**src/hw/sft_pkg.sv**
```systemverilog
// Purpose: shared constants for the serial frame transmitter
// Assumes: APB with 32-bit data, one register per aligned word except 0x0C, shared by format and baud divisor high
// Notes: register values occupy the low byte, upper bits read as zero
package sft_pkg;
	// register byte addresses
	localparam logic [7:0] ADDR_DATA = 8'h00; // serial_data_port
	localparam logic [7:0] ADDR_CSA = 8'h04; // ctrl_status_a
	localparam logic [7:0] ADDR_CSB = 8'h08; // ctrl_status_b
	localparam logic [7:0] ADDR_FMT = 8'h0C; // frame_format_reg / baud_divisor_high
	localparam logic [7:0] ADDR_BDL = 8'h10; // baud_divisor_low
	// ctrl_status_a fields
	localparam int CSA_DONE = 6; // tx_done_flag, write one clears
	localparam int CSA_EMPTY = 5; // tx_buffer_empty_flag, read only
	localparam int CSA_DSPEED = 1; // double_speed
	localparam int CSA_MASTER = 0; // sync clock master select
	// ctrl_status_b fields
	localparam int CSB_DONE_IE = 6; // tx_done_irq_enable
	localparam int CSB_EMPTY_IE = 5; // buffer_empty_irq_enable
	localparam int CSB_TRANSMIT_ENABLE = 3; // transmit_enable
	localparam int CSB_SIZE2 = 2; // char_size_code bit 2
	localparam int CSB_NINTH = 0; // tx_ninth_bit
	// frame_format_reg fields
	localparam int FMT_SELECT = 7; // format_reg_select
	localparam int FMT_SYNC = 6; // synchronous mode
	localparam int FMT_PAR_EN = 5; // parity_enable_bit
	localparam int FMT_PAR_ODD = 4; // odd parity
	localparam int FMT_STOP2 = 3; // stop_bit_select
	localparam int FMT_SIZE1 = 2; // char_size_code bit 1
	localparam int FMT_SIZE0 = 1; // char_size_code bit 0
	localparam int FMT_POL = 0; // sync_clock_polarity
	// reset values
	localparam logic [2:0] RST_SIZE = 3'h3; // eight data bits
	localparam logic [11:0] RST_DIVISOR = 12'h000;
	// prescale counts per bit
	localparam logic [3:0] PRE_NORMAL = 4'hF; // divide by 16
	localparam logic [3:0] PRE_DOUBLE = 4'h7; // divide by 8
	localparam logic [3:0] PRE_SYNC = 4'h1; // divide by 2
	// frame geometry
	localparam int FRAME_W = 13; // start, nine data, parity, two stops
	localparam logic [3:0] SIZE_NINE = 4'h9;
	localparam logic [3:0] SIZE_EIGHT = 4'h8;
	localparam logic [3:0] SIZE_BASE = 4'h5;
	localparam logic [2:0] CODE_NINE = 3'h7;
	// transmitter states
	typedef enum logic {SFT_IDLE, SFT_SEND} sft_state_type;
endpackage

```
**src/hw/sft_serial_frame_transmitter.sv**
```systemverilog
// Purpose: transmit half of a serial frame transceiver behind an APB slave
// Assumes: ref_clk at 250 MHz, rst asynchronous active high
// Notes: one pending character is buffered; answers come one cycle into access
`timescale 1ns/10ps
`default_nettype none
module sft_serial_frame_transmitter
(
	// clock and reset
	input wire logic ref_clk,
	input wire logic rst,
	// apb slave
	input wire logic psel,
	input wire logic penable,
	input wire logic pwrite,
	input wire logic [7:0] paddr,
	input wire logic [31:0] pwdata,
	output logic [31:0] prdata,
	output logic pready,
	output logic pslverr,
	// interrupt requests and service
	input wire logic globalIrqEnable,
	input wire logic txDoneIrqAck,
	output logic bufEmptyIrq,
	output logic txDoneIrq,
	// serial pin
	output logic txdOut,
	output logic txdOe,
	// synchronous clock pin
	input wire logic extSyncClockIn,
	output logic extSyncClockOut,
	output logic extSyncClockOe
);
	import sft_pkg::*;

	// configuration registers
	logic doubleSpeed_q, clkMaster_q, doneFlag_q;
	logic bufIe_q, doneIe_q, txEnBit_q, size2_q, ninth_q;
	logic sync_q, parEn_q, parOdd_q, stop2_q, pol_q;
	logic [1:0] size_q;
	logic [11:0] divisor_q;
	// transmit buffer and shifter
	logic [8:0] bufData_q; // one character plus ninth bit
	logic bufFull_q;
	logic [FRAME_W-1:0] shift_q;
	logic [3:0] remain_q; // bits still to send after current one
	sft_state_type state_q;
	logic txEnActive_q; // transmitter really owns the pin
	logic txLine_q;
	// clocking
	logic [11:0] baudCnt_q;
	logic [3:0] preCnt_q;
	logic xck_q;
	logic xs1_q, xs2_q, xs3_q; // external clock synchroniser and edge stage
	// bus
	logic pready_q, pslverr_q;
	logic [31:0] prdata_q;
	logic bufIrq_q, doneIrq_q;
	// combinational
	logic access, wrEn, mapped;
	logic wrData, wrCsa, wrCsb, wrFmt, wrBdh, wrBdl;
	logic baudTick, bitTick, loadNow, frameEnd;
	logic [2:0] sizeCode;
	logic [3:0] dataBits, frameLen, preLimit;
	logic [FRAME_W-1:0] frameD;
	logic [31:0] readD;

	// bus decode; a write commits only at the edge where pready is seen high
	assign access = psel && penable;
	assign wrEn = access && pready_q && pwrite;
	assign wrData = wrEn && paddr == ADDR_DATA;
	assign wrCsa = wrEn && paddr == ADDR_CSA;
	assign wrCsb = wrEn && paddr == ADDR_CSB;
	assign wrFmt = wrEn && paddr == ADDR_FMT && pwdata[FMT_SELECT];
	assign wrBdh = wrEn && paddr == ADDR_FMT && !pwdata[FMT_SELECT];
	assign wrBdl = wrEn && paddr == ADDR_BDL;
	assign mapped = paddr == ADDR_DATA || paddr == ADDR_CSA || paddr == ADDR_CSB
		|| paddr == ADDR_FMT || paddr == ADDR_BDL;

	// read mux; the data location reads zero since no receiver sits here
	always_comb
	begin
		readD = 32'h0000_0000;
		unique case (paddr)
			ADDR_CSA:
			begin
				readD[CSA_DONE] = doneFlag_q;
				readD[CSA_EMPTY] = !bufFull_q;
				readD[CSA_DSPEED] = doubleSpeed_q;
				readD[CSA_MASTER] = clkMaster_q;
			end
			ADDR_CSB:
			begin
				readD[CSB_DONE_IE] = doneIe_q;
				readD[CSB_EMPTY_IE] = bufIe_q;
				readD[CSB_TRANSMIT_ENABLE] = txEnBit_q;
				readD[CSB_SIZE2] = size2_q;
				readD[CSB_NINTH] = ninth_q;
			end
			ADDR_FMT:
			begin
				// shared location reads back the format side
				readD[FMT_SELECT] = 1'b1;
				readD[FMT_SYNC] = sync_q;
				readD[FMT_PAR_EN] = parEn_q;
				readD[FMT_PAR_ODD] = parOdd_q;
				readD[FMT_STOP2] = stop2_q;
				readD[FMT_SIZE1] = size_q[1];
				readD[FMT_SIZE0] = size_q[0];
				readD[FMT_POL] = pol_q;
			end
			ADDR_BDL: readD[7:0] = divisor_q[7:0];
			default: readD = 32'h0000_0000;
		endcase
	end

	// apb answer: one wait state, so every bus output is a flip-flop
	always_ff @(posedge ref_clk or posedge rst)
	begin
		if (rst)
		begin
			pready_q <= 1'b0;
			pslverr_q <= 1'b0;
			prdata_q <= 32'h0000_0000;
		end
		else
		begin
			pready_q <= access && !pready_q;
			pslverr_q <= access && !pready_q && !mapped;
			if (access && !pready_q && !pwrite)
				prdata_q <= readD;
		end
	end

	// control and format registers
	always_ff @(posedge ref_clk or posedge rst)
	begin
		if (rst)
		begin
			doubleSpeed_q <= 1'b0;
			clkMaster_q <= 1'b0;
			bufIe_q <= 1'b0;
			doneIe_q <= 1'b0;
			txEnBit_q <= 1'b0;
			size2_q <= 1'b0;
			ninth_q <= 1'b0;
			sync_q <= 1'b0;
			parEn_q <= 1'b0;
			parOdd_q <= 1'b0;
			stop2_q <= 1'b0;
			size_q <= RST_SIZE[1:0];
			pol_q <= 1'b0;
			divisor_q <= RST_DIVISOR;
		end
		else
		begin
			// empty flag position is read only, a written value is dropped
			if (wrCsa)
			begin
				doubleSpeed_q <= pwdata[CSA_DSPEED];
				clkMaster_q <= pwdata[CSA_MASTER];
			end
			if (wrCsb)
			begin
				doneIe_q <= pwdata[CSB_DONE_IE];
				bufIe_q <= pwdata[CSB_EMPTY_IE];
				txEnBit_q <= pwdata[CSB_TRANSMIT_ENABLE];
				size2_q <= pwdata[CSB_SIZE2];
				ninth_q <= pwdata[CSB_NINTH];
			end
			if (wrFmt)
			begin
				sync_q <= pwdata[FMT_SYNC];
				parEn_q <= pwdata[FMT_PAR_EN];
				parOdd_q <= pwdata[FMT_PAR_ODD];
				stop2_q <= pwdata[FMT_STOP2];
				size_q <= pwdata[FMT_SIZE1:FMT_SIZE0];
				pol_q <= pwdata[FMT_POL];
			end
			if (wrBdh)
				divisor_q[11:8] <= pwdata[3:0];
			if (wrBdl)
				divisor_q[7:0] <= pwdata[7:0];
		end
	end

	// baud generator: reloads at zero or on a low divisor write
	assign baudTick = baudCnt_q == 12'h000;
	always_ff @(posedge ref_clk or posedge rst)
	begin
		if (rst)
			baudCnt_q <= RST_DIVISOR;
		else if (wrBdl || baudTick)
			baudCnt_q <= wrBdl ? {divisor_q[11:8], pwdata[7:0]} : divisor_q;
		else
			baudCnt_q <= baudCnt_q - 12'h001;
	end

	// prescaler: 16 normal, 8 double speed, 2 in sync mode
	assign preLimit = sync_q ? PRE_SYNC : (doubleSpeed_q ? PRE_DOUBLE : PRE_NORMAL);
	always_ff @(posedge ref_clk or posedge rst)
	begin
		if (rst)
			preCnt_q <= 4'h0;
		else if (baudTick)
			preCnt_q <= (preCnt_q >= preLimit) ? 4'h0 : preCnt_q + 4'h1;
	end

	// sync master clock: toggles each baud tick, only driven in sync master
	always_ff @(posedge ref_clk or posedge rst)
	begin
		if (rst)
			xck_q <= 1'b0;
		else if (sync_q && clkMaster_q && baudTick)
			xck_q <= !xck_q;
	end

	// external clock: two flops to synchronise, a third for edge detection
	always_ff @(posedge ref_clk or posedge rst)
	begin
		if (rst)
		begin
			xs1_q <= 1'b0;
			xs2_q <= 1'b0;
			xs3_q <= 1'b0;
		end
		else
		begin
			xs1_q <= extSyncClockIn;
			xs2_q <= xs1_q;
			xs3_q <= xs2_q;
		end
	end

	// bit pacing per mode; sync data changes on the polarity-chosen edge
	always_comb
	begin
		if (!sync_q)
			bitTick = baudTick && preCnt_q >= preLimit;
		else if (clkMaster_q)
			bitTick = baudTick && xck_q == pol_q;
		else
			bitTick = pol_q ? (xs3_q && !xs2_q) : (xs2_q && !xs3_q);
	end

	// frame assembly: masked data, parity before stops, ones elsewhere
	assign sizeCode = {size2_q, size_q};
	assign dataBits = (sizeCode == CODE_NINE) ? SIZE_NINE
		: (sizeCode[2] ? SIZE_EIGHT : SIZE_BASE + {2'b00, sizeCode[1:0]});
	assign frameLen = 4'h1 + dataBits + {3'b000, parEn_q} + (stop2_q ? 4'h2 : 4'h1);
	always_comb
	begin
		logic par;
		par = parOdd_q;
		frameD = {FRAME_W{1'b1}};
		frameD[0] = 1'b0;
		for (int i = 0; i < 9; i++)
		begin
			if (4'(i) < dataBits)
			begin
				frameD[i + 1] = bufData_q[i];
				par = par ^ bufData_q[i];
			end
		end
		if (parEn_q)
			frameD[dataBits + 4'h1] = par;
	end

	// buffer move happens at a bit boundary once the shifter is free
	assign frameEnd = bitTick && remain_q == 4'h0;
	assign loadNow = frameEnd && bufFull_q && txEnActive_q;

	// transmit buffer: one entry, written by software, drained by the shifter
	always_ff @(posedge ref_clk or posedge rst)
	begin
		if (rst)
		begin
			bufFull_q <= 1'b0;
			bufData_q <= 9'h000;
		end
		else if (wrData)
		begin
			// a write while full overwrites the waiting character
			bufFull_q <= 1'b1;
			bufData_q <= {ninth_q, pwdata[7:0]};
		end
		else if (loadNow)
			bufFull_q <= 1'b0;
	end

	// shifter: start bit goes out at the load, then one bit per bit tick
	always_ff @(posedge ref_clk or posedge rst)
	begin
		if (rst)
		begin
			state_q <= SFT_IDLE;
			shift_q <= {FRAME_W{1'b1}};
			remain_q <= 4'h0;
			txLine_q <= 1'b1;
		end
		else if (loadNow)
		begin
			state_q <= SFT_SEND;
			txLine_q <= frameD[0];
			shift_q <= {1'b1, frameD[FRAME_W-1:1]};
			remain_q <= frameLen - 4'h1;
		end
		else if (bitTick)
		begin
			unique case (state_q)
				SFT_IDLE: txLine_q <= 1'b1; // idle line is high
				SFT_SEND:
				begin
					if (remain_q != 4'h0)
					begin
						txLine_q <= shift_q[0];
						shift_q <= {1'b1, shift_q[FRAME_W-1:1]};
						remain_q <= remain_q - 4'h1;
					end
					else
					begin
						// last stop bit has run its full period
						state_q <= SFT_IDLE;
						txLine_q <= 1'b1;
					end
				end
			endcase
		end
	end

	// done flag: hardware set wins over ack and over write-one clear
	always_ff @(posedge ref_clk or posedge rst)
	begin
		if (rst)
			doneFlag_q <= 1'b0;
		else if (frameEnd && state_q == SFT_SEND && !loadNow)
			doneFlag_q <= 1'b1;
		else if (txDoneIrqAck || (wrCsa && pwdata[CSA_DONE]))
			doneFlag_q <= 1'b0;
	end

	// enable takes hold at once, but release waits for all data to go
	always_ff @(posedge ref_clk or posedge rst)
	begin
		if (rst)
			txEnActive_q <= 1'b0;
		else if (txEnBit_q)
			txEnActive_q <= 1'b1;
		else if (!bufFull_q && state_q == SFT_IDLE)
			txEnActive_q <= 1'b0;
	end

	// outputs registered; pin only owned while really enabled
	always_ff @(posedge ref_clk or posedge rst)
	begin
		if (rst)
		begin
			txdOut <= 1'b1;
			txdOe <= 1'b0;
			extSyncClockOut <= 1'b0;
			extSyncClockOe <= 1'b0;
			bufIrq_q <= 1'b0;
			doneIrq_q <= 1'b0;
		end
		else
		begin
			txdOut <= txLine_q;
			txdOe <= txEnActive_q;
			extSyncClockOut <= xck_q;
			extSyncClockOe <= txEnActive_q && sync_q && clkMaster_q;
			bufIrq_q <= bufIe_q && globalIrqEnable && !bufFull_q;
			doneIrq_q <= doneIe_q && globalIrqEnable && doneFlag_q && !txDoneIrqAck;
		end
	end

	assign prdata = prdata_q;
	assign pready = pready_q;
	assign pslverr = pslverr_q;
	assign bufEmptyIrq = bufIrq_q;
	assign txDoneIrq = doneIrq_q;
endmodule
`default_nettype wire

```
**config.mk**
```make
export PLATFORM = sky130hd
export DESIGN_NAME = sft_serial_frame_transmitter
export DESIGN_NICKNAME = d
export VERILOG_FILES = /design/src/hw/sft_pkg.sv /design/src/hw/sft_serial_frame_transmitter.sv
export SDC_FILE = /design/constraint.sdc
export NUM_CORES = 1
export LEC_CHECK = 0
export BUFFER_PORTS_ARGS = -buffer_cell sky130_fd_sc_hd__buf_4
export CAP_MARGIN = 20
export CORE_UTILIZATION = 56
export DETAILED_ROUTE_END_ITERATION = 8
export PLACE_DENSITY = 0.8
export SYNTH_ARGS = -nofsm -noshare
export SYNTH_HDL_FRONTEND = slang
export SYNTH_SLANG_ARGS = --single-unit
```
**constraint.sdc**
```tcl
create_clock -name ref_clk -period 3.55 [get_ports ref_clk]
set_clock_uncertainty 0.2 [all_clocks]
set_input_delay 0.1775 -clock ref_clk [delete_from_list [all_inputs] [get_ports ref_clk]]
set_output_delay 0.1775 -clock ref_clk [all_outputs]
set_load 0.01 [all_outputs]
```
==> results of run 1 <==
==> synthesized netlist by cell type, types with 7 or more instances <==
library cell,instances
dfrtp_1,76
ha_1,24
a21oi_1,23
nor2_1,27
nor3_1,14
mux2_2,48
xor2_1,9
a22oi_1,10
nand3_1,9
a211oi_1,7
inv_1,25
buf_4,26
nand2_1,31
o21ai_0,20
dfstp_2,16
xnor2_1,10
o22ai_1,14
==> cell type report <==
class	instances	area, um2	area share (%)
clock buffers	10	128	2.26
clock inverters	5	61.3	1.08
well taps	108	135	2.39
flip-flops and latches	92	2320	41.0
multi-input cells	333	2430	43.0
inverters	25	95.1	1.68
repair buffers	59	483	8.53
==> logic make-up (layout without fill, tap and decap cells) <==
family,Yosys count,count (layout)
multiplexers,49,49
flip-flops,92,92
buffers and inverters,60,99
AND/OR/NAND/NOR,117,117
XOR/XNOR,21,21
adder cells (fa/ha/maj),25,25
AO/OA/AOI/OAI,97,97
other,1,24
==> metrics by stage <==
stage | hold WS (ns) | std cells | utilization [%]
after detailed placement | 0.0896 | 601 | 60.9
after floorplan | 0.00893 | 485 | -
after global routing | 0.0769 | 632 | 64.9
after CTS | 0.0525 | 632 | 64.9
final | 0.0628 | 632 | 64.9
after global placement | 0.0877 | 601 | 60.9
==> flip-flops by register name, indices dropped and copies added (netlist names), 2 cells and up <==
| register | cells |
|---|---|
| remain_q | 4 |
| baudCnt_q | 12 |
| divisor_q | 12 |
| preCnt_q | 4 |
| prdata | 8 |
| shift_q | 12 |
| bufData_q | 9 |
| size_q | 2 |
==> power by group through the flow <==
| stage | sequential [uW] | clock [uW] | combinational, uW |
|---|---|---|---|
| after global routing | 1250 | 743 | 439 |
| after floorplan | 1240 | 0 | 293 |
| after global placement | 1240 | 0 | 360 |
| after detailed placement | 1250 | 0 | 374 |
| final | 1230 | 688 | 390 |
| after CTS | 1230 | 701 | 392 |
==> cells in the final DEF (no fill, tap or decap), drive strengths merged, types with 16 or more instances in the layout <==
cell,synthesis,final
dfrtp,76,76
mux2,48,48
buf,32,43
nand2,32,32
nor2,29,29
inv,25,25
ha,24,24
conb,1,24
a21oi,24,24
o21ai,20,20
dlygate4sd3,0,16
dfstp,16,16
nor3,16,16
==> tightest hold or removal path: stages <==
cell	delay, ns
buf_4	0.08
or4_4	0.13
nor2_4	0.05
a21boi_0	0.14
==> layer usage <==
layer  track usage (%)  up-vias  part of all wire [%]
li1                  -     1722                     -
met1              29.9     1795                    41
met2              41.2      102                    52
met3              4.12       20                   4.4
met4              7.69        0                   2.0
met5                 0        -                     0
==> worst max-delay path by stage <==
stage                          start                endpoint  slack, ns  depth (start not counted)
3_3_place_gp   size_q[0]$_DFFE_PP1P_  shift_q[1]$_DFFE_PP1P_       0.41                         12
3_5_place_dp   size_q[0]$_DFFE_PP1P_  shift_q[5]$_DFFE_PP1P_       0.31                         12
5_1_grt        size_q[0]$_DFFE_PP1P_  shift_q[5]$_DFFE_PP1P_     0.0008                         12
2_1_floorplan  size_q[0]$_DFFE_PP1P_  shift_q[1]$_DFFE_PP1P_       0.62                         12
6_report       size_q[0]$_DFFE_PP1P_  shift_q[5]$_DFFE_PP1P_       0.29                         12
4_1_cts        size_q[0]$_DFFE_PP1P_  shift_q[5]$_DFFE_PP1P_       0.27                         12
==> metrics.md, run 1 <==
| Metric | Value |
|---|---|
| Outcome | `finished, final reports clean` |
| Number of distinct library cells after synthesis | `60` |
| Reg-to-reg critical path startpoint | `size_q[0]$_DFFE_PP1P_` |
| Via density | `approximately 5.8` |
| Clk pin slew, worst setup/hold paths | `approximately 0.090 ns` |
| CP Launch Type | `flop` |
| Post-synthesis adder-cell area fraction | `~6.4%` |
| GRT overflow | `0` |
| DR iter-0 viols | `168` |
| Clk sink count | `92` |
| Clk_lat worst skew | `0.36 ns` |
| Synthesized area per cell | `~11 um2` |
| Total CTS buffers | `9` |
| Syn Inst Count | `between 400 and 500` |
| Pre-CTS WS | `around 0.3 ns` |
| CP required | `between 3 and 4 ns` |
| Post-synth top area cell | `dfrtp_1` |
| Synthesis warning total | `0` |
| HPWL Detailed | `approximately 7800 um` |
| Final Max Slew Viols | `0` |
| CTS Hold Bufs | `16` |
| R2R Setup Slk | `0.29 ns` |
| Initial antenna violation count | `0` |
| Synth top area cells | `dfrtp_1 (38%), mux2_2 (11%), dfstp_2 (8.4%)` |
| RSZ-0062 raised after global routing | `false` |
| Total power | `about 2300 uW` |
| Main flop type after synthesis | `dfrtp_1` |
| Drt drc | `0` |
| Peak supply drop | `roughly 0.35 mV` |
| N_diodes | `0` |
| Core region area | `roughly 8700 um2` |
| CTS resizes | `0` |
| Wire length per cell | `between 15 and 20 um` |
| Fill cells | `~670` |
| Clock Path Buffers | `2` |
| LEAKAGE | `about 0.0026 uW` |
| Most frequent CP cell | `ha_1` |
| Cell family with most CP delay | `XOR/XNOR gates` |
| Cell Area, Synth | `about 5000 um2` |
| Layout net count | `593` |
| Die Wd | `~97 um` |
| Detailed Routing Iterations Pass 1 | `5` |
| Sequential share of power | `53.4%` |
| Post-synthesis mux area share | `between 10% and 20%` |
| Num rows | `34` |
| Post-route ant nets | `0` |
| Fmax | `approximately 310 MHz` |
| Ports | `just under 90` |
| Post-synthesis xor/xnor area fraction | `~4.1%` |
| Internal power component | `1670 uW` |
| HP Class | `input port to flop` |
| Design area | `between 5000 and 6000 um2` |
| CTS root buf | `clkbuf_8` |
| Maxcap violations | `0` |
| Final Hold Viols | `0` |
| # setup viols final | `0` |
| Fraction of layout cells with a size suffix above 1 | `between 20% and 30%` |
| Overall die height | `between 90 and 100 um` |
| Vias in the first global route | `3696` |
| CP Max Fanout | `7` |
| First-pass GRT wire length | `17700 um` |
| Fin crit share | `between 90% and 100%` |
| Setup WS post-layout | `between 0.2 and 0.3 ns` |
| Final wirelength | `10400 um` |
| Logic pwr share | `approximately 17%` |
| Slew headroom | `between 30% and 40%` |
| Crit-path slowest cell | `dfstp_2` |
| Clock share of power | `approximately 30%` |
| Critical path arrival | `3.33 ns` |
| WHS Path Cells | `4` |
| Post-CTS setup buffers | `0` |
| End of the worst register-to-register path | `shift_q[5]$_DFFE_PP1P_` |
| Worst Tran Pin Value | `0.957 ns` |
| Crit path buffers/inverters | `2` |
| Crit. End Element | `flop` |
| Worst setup path class | `flop to flop` |
| Post-synth top area share | `between 30% and 40%` |
| Setup TNS | `0 ns` |
| Worst Hold Launch | `paddr[6]` |
| Largest net degree at the start of global routing | `50` |
| Delay of the slowest cell on the worst path | `0.58 ns` |
| Ys async rst share | `100%` |
| DR vias | `3639` |
| Area Growth Syn to Fin | `12.7%` |
| Die area | `about 9300 um2` |
| Critical Path, Cell by Cell | `ha_1, inv_1, nor2_1, ha_1, inv_1, ha_1, nor2b_1, xnor2_1, xnor3_1, xnor2_2, nor3_1, a211oi_1` |
| EDFF count, synth | `0` |
| Pwr per Cell Area | `a little over 400 nW/um2` |
| Initial cell density of the core | `57.6%` |
| GR Util All Layers | `a little under a quarter` |
| Final min period | `~3.3 ns` |
| FF-to-FF path depth | `12` |
| DP Area | `5310 um2` |
| Post-synthesis sequential area ratio | `between 40% and 50%` |
| Hold path endpoint | `pslverr$_DFF_PP0_` |
| PortBufs | `39` |
| Main combinational cell family by area after synthesis | `compound AO/OA/AOI/OAI gates` |
| H-tree depth | `3` |
| Post-synthesis compound-gate area fraction | `between 10% and 20%` |
| Final Wtd Congestion | `between 0.8 and 0.9` |
| Area fraction in and, or, nand and nor cells after synthesis | `approximately an eighth` |
| Sw Pwr | `roughly 650 uW` |
| TritonCTS clock tree | `built` |
| Synth Register Bits | `between 90 and 100` |
| Sw frac | `between 20 and 30%` |
Power figures use the tool's default switching activity.
==> run 2, diff against run 1 <==
Settings changed: GPL_TIMING_DRIVEN from default to 0, RECOVER_POWER from default to 50.
==> run 2 against run 1 <==
Against the previous run: the flow now finishes with violations (capacitance limit, slew limit); maximum frequency grew 0.20%; largest power group unchanged; highest routed layer unchanged; via count grew 2.5%; flip-flop and latch count is the same; critical path type unchanged.
==> metrics.md, run 2 (same netlist as run 1, synthesis figures left out) <==
| Metric | Value |
|---|---|
| First-pass GRT wire length | `18300 um` |
| Internal power component | `~1600 uW` |
| Pre-CTS WS | `approximately 0.12 ns` |
| TritonCTS clock tree | `built` |
| Registers with the most flip-flops | `baudCnt_q (12), divisor_q (12), shift_q (12)` |
| Final Max Slew Viols | `between 70 and 80` |
| Sw Pwr | `between 600 and 700 uW` |
| Sequential share of power | `a little over half` |
| Initial antenna violation count | `0` |
| Vias in the first global route | `3830` |
| Total power | `2330 uW` |
| Clk pin slew, worst setup/hold paths | `~0.090 ns` |
| Final min period | `between 3 and 4 ns` |
| Overall die height | `roughly 97 um` |
| Final Wtd Congestion | `about 0.89` |
| Slew headroom | `-20.3%` |
| Total CTS buffers | `9` |
| Drt drc | `0` |
| DR iter-0 viols | `~220` |
| Outcome | `complete, but fails checks` |
| Crit. End Element | `flop` |
| HP Class | `input port to flop` |
| Die Wd | `~97 um` |
| Ports | `roughly 90` |
| Logic pwr share | `18.1%` |
| Commonest non-fill, non-tap cells in the layout | `dfrtp_1 (76), buf_4 (61), mux2_2 (48), nand2_1 (31), nor2_1 (27)` |
| Final Hold Viols | `0` |
| CP Launch Type | `flop` |
| Pwr per Cell Area | `approximately 400 nW/um2` |
| Post-CTS setup buffers | `0` |
| Peak supply drop | `between 0.3 and 0.4 mV` |
| LEAKAGE | `~0.0028 uW` |
| N_diodes | `0` |
| Die area | `9350 um2` |
| Failing checks | `capacitance limit, slew limit` |
| Area Growth Syn to Fin | `17.6%` |
| PortBufs | `39` |
| Maxcap violations | `1` |
| Critical path arrival | `between 3 and 4 ns` |
| Core region area | `between 8000 and 9000 um2` |
| Fin crit share | `91.7%` |
| Commonest non-fill, non-tap cell in the layout | `dfrtp_1` |
| CTS root buf | `clkbuf_8` |
| Layout net count | `625` |
| Detailed Routing Iterations Pass 1 | `5` |
| DR vias | `3731` |
| HPWL Detailed | `about 8000 um` |
| Post-route insts no fill | `approximately 670` |
| # setup viols final | `0` |
| Initial cell density of the core | `57.6%` |
| Post-route ant nets | `0` |
| Fraction of layout cells with a size suffix above 1 | `between 30% and 40%` |
| Worst setup path class | `flop to flop` |
| Clock share of power | `28.6%` |
| CP Max Fanout | `7` |
| Placed Cells | `around 630` |
| Clk_lat worst skew | `approximately 0.37 ns` |
| Fill cells | `~660` |
| Clk sink count | `92` |
| Final wirelength | `around 11000 um` |
| CP required | `around 3.6 ns` |
| Largest net degree at the start of global routing | `77` |
| GRT overflow | `0` |
| Wire length per cell | `between 15 and 20 um` |
| Fmax | `approximately 310 MHz` |
| Via density | `around 5.6` |
| H-tree depth | `3` |
| Worst Tran Pin Value | `between 1.5 and 2 ns` |
| Setup TNS | `0 ns` |
| Num rows | `34` |
| GR Util All Layers | `between 20% and 30%` |
| Sw frac | `29.2%` |
| Setup WS post-layout | `about 0.3 ns` |
| Clock Path Buffers | `2` |
run 2: cell types whose count changed in the layout (fill, tap and decap cells not counted), sizes merged:
cell / previous run / this run
clkbuf: 10 / 19
inv: 25 / 26
bufinv: 1 / 0
buf: 43 / 67
clkinvlp: 3 / 2
dlygate4sd3: 16 / 17
run 2: what timing repair did:
item,CTS,global route
hold buffers,17,0
gates resized for setup,0,4
endpoints found under the hold margin,133,0
setup endpoints to repair,0,13
run 2: critical path: stages, from the launching register on:
cell	delay [ns]
dfstp_2	0.59
ha_1	0.17
inv_1	0.08
nor2_1	0.24
ha_1	0.21
inv_1	0.04
ha_1	0.19
nor2b_1	0.15
xnor2_1	0.17
xnor3_2	0.44
xnor2_4	0.20
nor3_1	0.34
a211oi_1	0.13
run 2: final cells by class:
type	count	area, um2	area share [%]
Tap cell	108	135	2.29
Clock buffer	12	145	2.46
Inverter	25	95.1	1.61
Clock inverter	4	33.8	0.572
Sequential cell	92	2320	39.3
Multi-Input combinational cell	333	2460	41.6
Timing Repair Buffer	57	464	7.86
Buffer	34	251	4.26
run 2: final timing paths:
path | from | cells past startpoint | endpoint | slack (ns)
max in group asynchronous | rst | 4 | bufData_q[4]$_DFFE_PP0P_ | 0.77
min | paddr[6] | 4 | pslverr$_DFF_PP0_ | 0.07
min in group asynchronous | rst | 3 | remain_q[0]$_DFFE_PP0P_ | 0.24
min reg2reg | xs1_q$_DFF_PP0_ | 0 | xs2_q$_DFF_PP0_ | 0.16
max reg2reg | size_q[0]$_DFFE_PP1P_ | 12 | shift_q[2]$_DFFE_PP1P_ | 0.30
max | size_q[0]$_DFFE_PP1P_ | 12 | shift_q[2]$_DFFE_PP1P_ | 0.30
run 2: metrics by stage:
| step | utilization (%) | instance area (um2) | hold WS [ns] |
|---|---|---|---|
| floorplan | - | 5110 | 0.00893 |
| global placement | 63.5 | 5530 | 0.0879 |
| detailed placement | 63.8 | 5560 | -0.0691 |
| CTS | 67.8 | 5910 | 0.0506 |
| global route | 67.7 | 5900 | 0.119 |
| finish | 67.7 | 5900 | 0.0670 |
run 2: power by group through the flow:
stage	Sequential (uW)	Combinational [uW]	Clock [uW]
floorplan	1240	293	0
global placement	1250	381	0
detailed placement	1250	405	0
CTS	1230	421	676
global route	1250	469	726
finish	1240	422	665
run 2: layer usage:
layer	GRT usage [%]	up-vias	wire length [um]
met3	4.91	15	405
met2	42.1	98	5520
met1	31.6	1834	4600
li1	-	1784	-
met5	0	-	0
met4	6.89	0	184
==> run 3, diff against run 2 <==
Settings changed: CORE_ASPECT_RATIO from default to 0.8.
==> run 3 against run 2 <==
Against the previous run: the run still ends with capacitance limit, slew limit left; sequential power hardly changed; clock-buffer cell count is 2 lower; die area hardly changed; maximum frequency is 0.31% higher; critical path type unchanged.
==> metrics.md, run 3 (same netlist as run 1, synthesis figures left out) <==
| Metric | Value |
|---|---|
| GR Util All Layers | `around a quarter` |
| RSZ-0062 raised after global routing | `false` |
| HP Class | `input port to flop` |
| Commonest non-fill, non-tap cells in the layout | `dfrtp_1 (76), buf_4 (61), mux2_2 (48), nand2_1 (31), nor2_1 (26)` |
| Initial cell density of the core | `58.4%` |
| Registers with the most flip-flops | `baudCnt_q (12), divisor_q (12), shift_q (12)` |
| Crit. End Element | `flop` |
| First-pass GRT wire length | `between 15000 and 20000 um` |
| Clock Path Buffers | `2` |
| Pwr per Cell Area | `a little under 400 nW/um2` |
| Ports | `88` |
| Total power | `around 2300 uW` |
| H-tree depth | `3` |
| Fraction of layout cells with a size suffix above 1 | `slightly above 30%` |
| Final wirelength | `about 11000 um` |
| Fin crit share | `about nine tenths` |
| Worst setup path class | `flop to flop` |
| PortBufs | `39` |
| Clk sink count | `between 90 and 100` |
| Peak supply drop | `between 0.4 and 0.5 mV` |
| Final min period | `roughly 3.2 ns` |
| Via density | `5.58` |
| Fmax | `around 310 MHz` |
| Num rows | `30` |
| Final Max Slew Viols | `76` |
| HPWL Detailed | `just under 8000 um` |
| CP required | `between 3 and 4 ns` |
| Initial antenna violation count | `0` |
| Slew headroom | `-19.3%` |
| Post-route ant nets | `0` |
| Commonest non-fill, non-tap cell in the layout | `dfrtp_1` |
| N_diodes | `0` |
| Wire length per cell | `between 15 and 20 um` |
| Final Hold Viols | `0` |
| Maxcap violations | `1` |
| DR vias | `approximately 3700` |
| Critical path arrival | `3.32 ns` |
| # setup viols final | `0` |
| Largest net degree at the start of global routing | `76` |
| Die Wd | `about 110 um` |
| Worst Tran Pin Value | `around 1.8 ns` |
| Total CTS buffers | `9` |
| Post-CTS setup buffers | `0` |
| TritonCTS clock tree | `built` |
| Detailed Routing Iterations Pass 1 | `5` |
| Drt drc | `0` |
| Overall die height | `around 87 um` |
| Layout net count | `about 630` |
| Area Growth Syn to Fin | `17.8%` |
| DR iter-0 viols | `roughly 200` |
| CP Launch Type | `flop` |
| Setup WS post-layout | `between 0.3 and 0.4 ns` |
| Vias in the first global route | `approximately 3700` |
| Die area | `roughly 9300 um2` |
| Pre-CTS WS | `around 0.033 ns` |
| Clk pin slew, worst setup/hold paths | `around 0.10 ns` |
| Core region area | `approximately 8600 um2` |
| Failing checks | `capacitance limit, slew limit` |
| LEAKAGE | `approximately 0.0028 uW` |
| Clk_lat worst skew | `0.38 ns` |
| CP Max Fanout | `7` |
| Outcome | `complete, but fails checks` |
| Final Wtd Congestion | `approximately 0.9` |
| GRT overflow | `0` |
| CTS root buf | `clkbuf_8` |
## run 3: changes by cell type in the layout (fill, tap and decap cells not counted), sizes merged
cell | previous run | this run
clkinv | 1 | 2
clkbuf | 19 | 17
clkinvlp | 2 | 3
## run 3: through the flow
stage	util [%]	instance area (um2)	hold WS, ns	setup TNS (ns)	instances
4_1_cts	68.8	5920	0.0223	0	670
3_3_place_gp	64.4	5540	0.0883	-13.56	636
3_5_place_dp	64.8	5570	-0.0657	0	637
5_1_grt	68.8	5910	0.0999	0	669
2_1_floorplan	-	5110	0.00893	0	485
6_report	68.8	5910	0.0425	0	669
## run 3: area by class of cell
type	count	area (um2)
Tap cell	112	140
Buffer	34	251
Inverter	25	95.1
Timing Repair Buffer	57	464
Fill cell	644	2680
Sequential cell	92	2320
Clock inverter	6	46.3
Clock buffer	10	128
Multi-Input combinational cell	333	2460
## run 3: worst max-delay path, cell delays in order (launching register included)
cell and delay (ns):
dfstp_2 0.60, ha_2 0.24, a21oi_2 0.12, inv_1 0.14
ha_1 0.16, inv_1 0.04, ha_1 0.18, nor2b_1 0.14
xnor2_1 0.15, xnor3_1 0.45, xnor2_4 0.32, nor3_2 0.12
a211oi_1 0.27
## run 3: final timing paths
check | start | end | slack, ns | depth (start not counted)
min | paddr[3] | prdata[1]$_DFFE_PP0P_ | 0.04 | 4
min in group asynchronous | rst | remain_q[1]$_DFFE_PP0P_ | 0.25 | 3
max in group asynchronous | rst | stop2_q$_DFFE_PP0P_ | 0.77 | 4
max | size_q[0]$_DFFE_PP1P_ | shift_q[1]$_DFFE_PP1P_ | 0.31 | 12
min reg2reg | xs1_q$_DFF_PP0_ | xs2_q$_DFF_PP0_ | 0.17 | 0
max reg2reg | size_q[0]$_DFFE_PP1P_ | shift_q[1]$_DFFE_PP1P_ | 0.31 | 12
## run 3: metal layers
layer	track usage [%]	share of wire [%]	vias to the layer above	wire length, um
met1	33.6	44	1828	4790
met2	41.2	49	109	5280
met5	0	0	-	0
li1	-	-	1780	-
met4	9.34	1.8	0	198
met3	4.89	4.6	17	496
## run 3: what timing repair did
action                     CTS  global route
hold buffers                17             0
cloned                       0             0
hold endpoints to repair   133             0
gates resized for setup      1             5
setup endpoints to repair    1            12
## run 3: where the power goes
| part | switching, uW | internal, uW |
|---|---|---|
| Combinational | 197 | 218 |
| Clock | 395 | 260 |
| Sequential | 88.8 | 1150 |
| Total | 681 | 1620 |
